<file path="src/lvdc_pkg.sv">
// Package: register map, field layout and reset values of the voltage detector control
package lvdc_pkg;
   localparam int unsigned ADDR_W = 4;
   localparam logic [3:0] ADDR_CONTROL = 4'h0;
   localparam logic [3:0] ADDR_STATUS = 4'h1;
   localparam logic [3:0] ADDR_MASK = 4'h2;
   localparam logic [3:0] ADDR_FLAGS_IN = 4'h3;
   // Control register fields
   localparam int unsigned CTL_STABLE_BIT = 5;
   localparam int unsigned CTL_POWER_BIT = 4;
   localparam int unsigned CTL_TRIP_LSB = 0;
   localparam int unsigned CTL_TRIP_W = 4;
   localparam logic [3:0] TRIP_EXTERNAL = 4'hf;
   localparam logic [3:0] TRIP_RESERVED = 4'h0;
   localparam logic [3:0] TRIP_RESET = 4'h5;
   localparam logic POWER_RESET = 1'b0;
   // Status and mask register fields
   localparam int unsigned ST_LOW_VOLTAGE_BIT = 0;
   localparam int unsigned ST_STABLE_RISE_BIT = 1;
   localparam int unsigned ST_W = 2;
   localparam logic [1:0] ST_RESET = 2'h0;
   localparam logic [1:0] MASK_RESET = 2'h0;
   // Global interrupt enable register bit
   localparam int unsigned GIE_BIT = 0;
   typedef enum logic [1:0] {
      LVDC_OFF,
      LVDC_SETTLING,
      LVDC_ARMED
   } lvdc_state_t;
endpackage : lvdc_pkg

</file>
<file path="src/lvdc_top.sv">
// Control, status and interrupt logic of the supply voltage detector
//
// Decided for this implementation: the address-and-strobe port and the register offsets.

module lvdc_top
(
   // Clock and reset
   input wire logic i_clk,
   input wire logic i_srst,
   // Register port
   input wire logic [lvdc_pkg::ADDR_W-1:0] i_addr,
   input wire logic [7:0] i_wdata,
   input wire logic i_wr,
   input wire logic i_rd,
   output logic [7:0] o_rdata,
   // Analog side
   input wire logic i_ref_ready,
   input wire logic i_cmp_below,
   input wire logic i_bor_enabled,
   output logic o_detector_power_enable,
   output logic o_ref_power,
   output logic o_ext_input_select,
   output logic [3:0] o_tap_select,
   // Core side
   input wire logic i_sleeping,
   output logic o_wake,
   output logic o_vector_request,
   output logic o_irq
);
   logic ref_meta_q, ref_meta_d, ref_sync_q, ref_sync_d;
   logic cmp_meta_q, cmp_meta_d, cmp_sync_q, cmp_sync_d;
   logic stable_prev_q, stable_prev_d;
   logic power_q, power_d;
   logic [3:0] trip_q, trip_d;
   logic [1:0] status_q, status_d;
   logic [1:0] mask_q, mask_d;
   logic gie_q, gie_d;
   logic [7:0] rdata_q, rdata_d;
   logic wake_q, wake_d, vec_q, vec_d, irq_q, irq_d;
   logic refpwr_q, refpwr_d, ext_q, ext_d;
   logic [3:0] tap_q, tap_d;
   lvdc_pkg::lvdc_state_t state_q, state_d;
   logic stable;
   logic [1:0] events;
   logic [1:0] clr;
   logic [1:0] pending;

   // Synchronisers for comparator and reference ready
   always_comb
   begin
      ref_meta_d = i_ref_ready;
      ref_sync_d = ref_meta_q;
      cmp_meta_d = i_cmp_below;
      cmp_sync_d = cmp_meta_q;
   end

   always_ff @(posedge i_clk)
   begin
      if (i_srst)
      begin
         ref_meta_q <= 1'b0;
         ref_sync_q <= 1'b0;
         cmp_meta_q <= 1'b0;
         cmp_sync_q <= 1'b0;
      end
      else
      begin
         ref_meta_q <= ref_meta_d;
         ref_sync_q <= ref_sync_d;
         cmp_meta_q <= cmp_meta_d;
         cmp_sync_q <= cmp_sync_d;
      end
   end

   // Stable comes only from the analog ready, gated by power
   assign stable = power_q && ref_sync_q;

   // Detector sequencing
   always_comb
   begin
      state_d = state_q;
      case (state_q)
         lvdc_pkg::LVDC_OFF:
         begin
            if (power_q)
            begin
               state_d = lvdc_pkg::LVDC_SETTLING;
            end
         end
         lvdc_pkg::LVDC_SETTLING:
         begin
            if (!power_q)
            begin
               state_d = lvdc_pkg::LVDC_OFF;
            end
            else if (stable)
            begin
               state_d = lvdc_pkg::LVDC_ARMED;
            end
         end
         lvdc_pkg::LVDC_ARMED:
         begin
            if (!power_q)
            begin
               state_d = lvdc_pkg::LVDC_OFF;
            end
            else if (!stable)
            begin
               state_d = lvdc_pkg::LVDC_SETTLING;
            end
         end
         default:
         begin
            state_d = lvdc_pkg::LVDC_OFF;
         end
      endcase
   end

   // Events: trip only while armed, plus stable rising edge
   always_comb
   begin
      events = '0;
      // A trip seen while settling is dropped, never latched
      events[lvdc_pkg::ST_LOW_VOLTAGE_BIT] =
         (state_q == lvdc_pkg::LVDC_ARMED) && cmp_sync_q;
      events[lvdc_pkg::ST_STABLE_RISE_BIT] = stable && !stable_prev_q;
      stable_prev_d = stable;
   end

   // Register writes
   always_comb
   begin
      power_d = power_q;
      trip_d = trip_q;
      mask_d = mask_q;
      gie_d = gie_q;
      clr = '0;
      if (i_wr)
      begin
         case (i_addr)
            lvdc_pkg::ADDR_CONTROL:
            begin
               // Bits 7-5 are not writable
               power_d = i_wdata[lvdc_pkg::CTL_POWER_BIT];
               trip_d = i_wdata[lvdc_pkg::CTL_TRIP_LSB +: lvdc_pkg::CTL_TRIP_W];
            end
            lvdc_pkg::ADDR_STATUS:
            begin
               clr = i_wdata[lvdc_pkg::ST_W-1:0];
            end
            lvdc_pkg::ADDR_MASK:
            begin
               mask_d = i_wdata[lvdc_pkg::ST_W-1:0];
            end
            lvdc_pkg::ADDR_FLAGS_IN:
            begin
               gie_d = i_wdata[lvdc_pkg::GIE_BIT];
            end
            default:
            begin
               power_d = power_q;
            end
         endcase
      end
   end

   // Status flags, set beats clear so a trip is never lost to a clear
   always_comb
   begin
      status_d = (status_q & ~clr) | events;
   end

   // Interrupt and wake, from next values so they change with the status
   always_comb
   begin
      pending = status_d & mask_d;
      irq_d = |pending;
      // Low-voltage trip wakes the core from sleep regardless of the mask and global interrupt enables
      wake_d = i_sleeping && events[lvdc_pkg::ST_LOW_VOLTAGE_BIT];
      // Without the global enable the core resumes in line after waking
      vec_d = |pending && gie_d;
   end

   // Analog side controls
   always_comb
   begin
      refpwr_d = power_d || i_bor_enabled;
      ext_d = (trip_d == lvdc_pkg::TRIP_EXTERNAL);
      // Reserved code taps nothing; others select ascending divider nodes
      tap_d = (trip_d == lvdc_pkg::TRIP_RESERVED) ? lvdc_pkg::TRIP_RESERVED : trip_d;
   end

   // Read data, one cycle after the strobe
   always_comb
   begin
      rdata_d = '0;
      if (i_rd)
      begin
         case (i_addr)
            lvdc_pkg::ADDR_CONTROL:
            begin
               rdata_d[lvdc_pkg::CTL_STABLE_BIT] = stable;
               rdata_d[lvdc_pkg::CTL_POWER_BIT] = power_q;
               rdata_d[lvdc_pkg::CTL_TRIP_LSB +: lvdc_pkg::CTL_TRIP_W] = trip_q;
            end
            lvdc_pkg::ADDR_STATUS:
            begin
               rdata_d[lvdc_pkg::ST_W-1:0] = status_q;
            end
            lvdc_pkg::ADDR_MASK:
            begin
               rdata_d[lvdc_pkg::ST_W-1:0] = mask_q;
            end
            lvdc_pkg::ADDR_FLAGS_IN:
            begin
               rdata_d[lvdc_pkg::GIE_BIT] = gie_q;
            end
            default:
            begin
               rdata_d = '0;
            end
         endcase
      end
   end

   // Detector control registers
   always_ff @(posedge i_clk)
   begin
      if (i_srst)
      begin
         power_q <= lvdc_pkg::POWER_RESET;
         trip_q <= lvdc_pkg::TRIP_RESET;
         mask_q <= lvdc_pkg::MASK_RESET;
         gie_q <= 1'b0;
      end
      else
      begin
         power_q <= power_d;
         trip_q <= trip_d;
         mask_q <= mask_d;
         gie_q <= gie_d;
      end
   end

   // Sequencer state
   always_ff @(posedge i_clk)
   begin
      if (i_srst)
      begin
         state_q <= lvdc_pkg::LVDC_OFF;
      end
      else
      begin
         state_q <= state_d;
      end
   end

   // Status flags and stable edge history
   always_ff @(posedge i_clk)
   begin
      if (i_srst)
      begin
         status_q <= lvdc_pkg::ST_RESET;
         stable_prev_q <= 1'b0;
      end
      else
      begin
         status_q <= status_d;
         stable_prev_q <= stable_prev_d;
      end
   end

   // Read data register
   always_ff @(posedge i_clk)
   begin
      if (i_srst)
      begin
         rdata_q <= '0;
      end
      else
      begin
         rdata_q <= rdata_d;
      end
   end

   // Interrupt and wake outputs
   always_ff @(posedge i_clk)
   begin
      if (i_srst)
      begin
         irq_q <= 1'b0;
         wake_q <= 1'b0;
         vec_q <= 1'b0;
      end
      else
      begin
         irq_q <= irq_d;
         wake_q <= wake_d;
         vec_q <= vec_d;
      end
   end

   // Analog side outputs
   always_ff @(posedge i_clk)
   begin
      if (i_srst)
      begin
         refpwr_q <= 1'b0;
         ext_q <= 1'b0;
         tap_q <= lvdc_pkg::TRIP_RESET;
      end
      else
      begin
         refpwr_q <= refpwr_d;
         ext_q <= ext_d;
         tap_q <= tap_d;
      end
   end

   assign o_rdata = rdata_q;
   assign o_detector_power_enable = power_q;
   assign o_ref_power = refpwr_q;
   assign o_ext_input_select = ext_q;
   assign o_tap_select = tap_q;
   assign o_wake = wake_q;
   assign o_vector_request = vec_q;
   assign o_irq = irq_q;
endmodule : lvdc_top

</file>
<file path="config.mk">
export PLATFORM = sky130hd
export DESIGN_NAME = lvdc_top
export DESIGN_NICKNAME = d
export VERILOG_FILES = /design/src/lvdc_pkg.sv /design/src/lvdc_top.sv
export SDC_FILE = /design/constraint.sdc
export NUM_CORES = 1
export LEC_CHECK = 0
export BUFFER_PORTS_ARGS = -buffer_cell sky130_fd_sc_hd__buf_2
export CORE_UTILIZATION = 48
export DETAILED_ROUTE_END_ITERATION = 12
export PLACE_DENSITY = 0.76
export SETUP_SLACK_MARGIN = 0.2
export SYNTH_ARGS = -nofsm -noshare
export SYNTH_HDL_FRONTEND = slang
export SYNTH_SLANG_ARGS = --single-unit
</file>
<file path="constraint.sdc">
create_clock -name i_clk -period 1.9 [get_ports i_clk]
set_input_delay 0.285 -clock i_clk [delete_from_list [all_inputs] [get_ports i_clk]]
set_output_delay 0.285 -clock i_clk [all_outputs]
set_load 0.03 [all_outputs]
</file>
* Word level (Yosys, flattened, before mapping)
Index checks and enable logic that the tools add are counted.
Word-level totals: flip-flop bits (word level) 34, output and inout port bits 18
Operators by class: equality and inequality tests 9, reduce and logical (&&, ||, !) cells 15, bitwise operators 6, muxes and demuxes 19
Operators with widths (count):
- 2-to-1 mux 2 bit | 9
- equality test 4 x 2 -> 1 bit (second input constant) | 2
- zero test 4 bit | 2
- 2-to-1 mux 4 bit | 2
- inequality test 3 bit (second input constant) | 2
- case mux 2 bit (3 select lines) | 1
- OR reduction 2 bit | 3
- logical AND 1 bit | 5
- AND 2 bit | 2
- equality test 4 x 1 -> 1 bit (second input constant) | 1
- equality test 4 bit (second input constant) | 1
- 2-to-1 mux 1 bit | 4
- case mux 1 bit (4 select lines) | 1
- 2-to-1 mux 3 bit | 1
- case mux 1 bit (3 select lines) | 1
- AND reduction 3 bit | 1
- OR reduction 3 bit | 1
- equality test 2 x 1 -> 1 bit (second input constant) | 1
- equality test 2 bit (second input constant) | 1
- zero test 2 bit | 1
- inequality test 2 bit (second input constant) | 1
- inverter 1 bit | 2
- inverter 2 bit | 1
- bitwise OR 2 bit | 1
- other kinds (2) | 2

* Depth between registers and ports, before layout
word-level depth 9, depth in mapped cells 5, depth with buffers taken out 4

* Worst setup path after synthesis
No wires, ideal clock.
path kind input to register, start point input i_addr[1] (netlist bit), end point register ext_q, in the netlist o_ext_input_select, arrival time 1.181 ns, cell stages on the path 5, path slack 0.605 ns, path buffers 1, cells stage by stage buf_2 -> nor2_1 -> nand2_2 -> and4_1 -> o21a_1
On the way: longest elaborated chain between the ends 4
Ends and longest elaborated chain:
- start: declaration | line lvdc_top.sv:11 | input wire logic [lvdc_pkg::ADDR_W-1:0] i_addr,
- zero test 4 bit | line lvdc_top.sv:140 | case (i_addr)
- 2-to-1 mux 4 bit | line lvdc_top.sv:140
- 2-to-1 mux 4 bit | line lvdc_top.sv:138 | if (i_wr)
- equality test 4 bit | line lvdc_top.sv:188 | ext_d = (trip_d == lvdc_pkg::TRIP_EXTERNAL);
- end signal: assignment | line lvdc_top.sv:315 | ext_q <= ext_d;
- end: declaration | line lvdc_top.sv:40 | logic refpwr_q, refpwr_d, ext_q, ext_d;
Every way passes these cells. A chain may end at the register's enable or synchronous reset.

* Worst setup path after layout
start point register power_q, in the netlist o_detector_power_enable, end point output o_detector_power_enable
RTL lines:
- start: declaration | line lvdc_top.sv:33 | logic power_q, power_d;
- start signal: assignment | line lvdc_top.sv:231 | power_q <= lvdc_pkg::POWER_RESET;
- start signal: assignment | line lvdc_top.sv:238 | power_q <= power_d;
- end: declaration | line lvdc_top.sv:20 | output logic o_detector_power_enable,
No word-level cell between the ends.

==> metrics.yaml <==
clk_pin_slew_ns: 0.10
drive_above_1_share: 0.331
netlist_instances: 115
max_cap_violations: 0
antenna_cells: 0
start_util: 0.521
dieArea_um2: 2670
power.density_nw_per_um2: 824
crit_slowest_cell: "dfxtp_1"
synth_compound_gate_area_share: 0.116
netlist_area_um2: 1190
die_x_um: 51.7
ctsResizeCount: 0
port_buffers: 32
row_count: 17
ant_nets: 0
leakagePower_nw: 0.664
yosys_warnings: 0
clock_latency_ns: 0.33
antenna_found_initial: 0
crit_fanout: 5
min_path_type: "input pin to flop"
fin_cells: 179
timing.final.crit_share: 0.653
place_area_um2: 1360
post-synth-top-area-fraction: 0.540
htreeDepth: 2
wirelength_um: 2190
setup_ws_ns: 0.659
end_kind: "primary output"
grt-ovfl-total: 0
syn_area_per_cell_um2: 10.3
grt_usage: 0.180
crit_family: "flip-flops"
cts_buffers: 5
cts_root_buf: "clkbuf_4"
synthAdderAreaFrac: 0.00844
nets: 170
drcViolationCount: 0
synthMuxAreaShare: 0.0443
grt_pass1_wl_um: 3350
post-cts-setup-buffer-count: 0
grt_pass1_vias: 800
critPathRequiredTime_ns: 1.62
cpPeakStageDelay_ns: 0.41
synth_seq_cells: 32
vias: 907
die_h_um: 51.7
cp.arrival_ns: 0.96
vias_per_cell: 5.07
maxSlewViolCount: 0
placed_cells: 171
synth_cell_types: 34
initialDrtViolationCount: 13
max_freq_mhz: 805
worstPathCellList: "buf_2"
critical_path_class: "flop to primary output"
io_pins: 38
synthXorXnorAreaFrac: 0.00738
dp_hpwl_um: 1660
setup_viol: 0
outcome: "completed"
synth_top_family_by_area: "simple AND/OR/NAND/NOR gates"
fin_skew_ns: 0.00759
grt_max_degree: 26
crit_buf_inv: 1
gp_congestion: 0.799
clk_path_buf_depth: 2
cts_tree: "built"
synth_area_leaders: "dfxtp_1 (54%), nor2_1 (4.1%), nor2b_1 (3.2%)"
hold_viol_final: 0
cts_num_sinks: 32
crit_path_start_kind: "flop"
areaGrowthSynthToFinish_pct: 19.9
rsz0062_at_grt: "false"
stdcell_area_um2: 1420
coreArea_um2: 2280
fin_crit_ns: 1.24
preCtsSetupSlack_ns: 0.353
hold_ws_ns: 0.157
synthSimpleGateAreaFrac: 0.250
final_util: 0.625
total_power_mw: 1.17
drt_first_pass_iters: 4
synth_top_cell_by_area: "dfxtp_1"
synth-seq-area-share: 0.540
postCtsHoldBufs: 0
ir_drop_v: 0.000471
routedWlPerCell_um: 12.3
fin_setup_tns_ns: 0
worst reg2reg max path, cell delays in order (launching register included):
cell	delay [ns]
dfxtp_1	0.41
nand2_1	0.15
nor2_1	0.24
o22ai_2	0.15
a211oi_2	0.18
per-layer routing:
metal  GRT usage  routed length, µm
met1       0.189                960
met2       0.297               1040
met3      0.0673                136
met4       0.126                 57
met5           0                  0
logic make-up after synthesis:
group | after synthesis
mux | 4
xor+xnor | 1
compound gates | 18
other cells | 1
simple gates | 51
buf+inv | 7
flops | 32
fa+ha+maj | 1
cell type report:
type / count / area, µm²
clock inverters: 1 / 7.51
fillers: 198 / 853
repair buffers: 33 / 168
clock buffers: 7 / 55.1
well taps: 28 / 35.0
multi-input cells: 77 / 513
inverters: 1 / 3.75
flip-flops and latches: 32 / 641
layout by cell type (no fill, tap or decap), types with 2 or more instances in the layout:
master / n
a21boi_1: 2
a21oi_1: 7
and2_1: 3
and3_1: 2
and3b_1: 2
buf_2: 32
clkbuf_4: 5
conb_1: 2
dfxtp_1: 32
mux2i_1: 3
nand2_1: 6
nand3_1: 6
nand3b_1: 4
nor2_1: 13
nor2b_1: 6
nor3_1: 2
o21ba_2: 2
o22ai_2: 2
o31a_1: 2
cell usage after synthesis:
cell,n
buf_2,2
o21ai_0,1
nand3b_1,4
nor2_1,13
and2_1,3
a21oi_1,7
o21ba_2,2
clkbuf_1,2
and3b_1,2
mux4_2,1
nor3_1,2
nand3_1,6
inv_1,1
nor3b_4,1
or4b_1,1
or2_2,1
and3_1,2
mux2i_1,3
buf_4,2
dfxtp_1,32
nor2b_1,6
or3b_4,1
nand2_1,6
nor3b_1,1
maj3_1,1
a211oi_2,1
a21boi_1,2
and4_1,1
o21a_1,1
o22ai_2,2
xnor2_1,1
conb_1,1
o31a_1,2
nand2_2,1
where the power goes:
group | internal [mW] | switching (mW)
Combinational | 0.0331 | 0.0484
Clock | 0.181 | 0.226
Sequential | 0.680 | 0.00355
flip-flops by register name (all words and copies together), names as in the netlist, 2 cells and up:
register and count:
o_tap_select 4, state_q 2, trip_q 4, mask_q 2
status_q 2, o_rdata 6
path summary, 6_finish.rpt:
path	startpoint	end	slack, ns	cells after the start
setup / recovery	o_detector_power_enable$_SDFF_PP0_	o_detector_power_enable	0.66	1
hold / removal	i_ref_ready	ref_meta_q$_SDFF_PP0_	0.16	2
hold reg to reg	ref_meta_q$_SDFF_PP0_	ref_sync_q$_SDFF_PP0_	0.45	1
setup reg to reg	o_detector_power_enable$_SDFF_PP0_	o_vector_request$_SDFF_PP0_	0.70	4
Note: power is estimated with default switching activity, not from simulation.
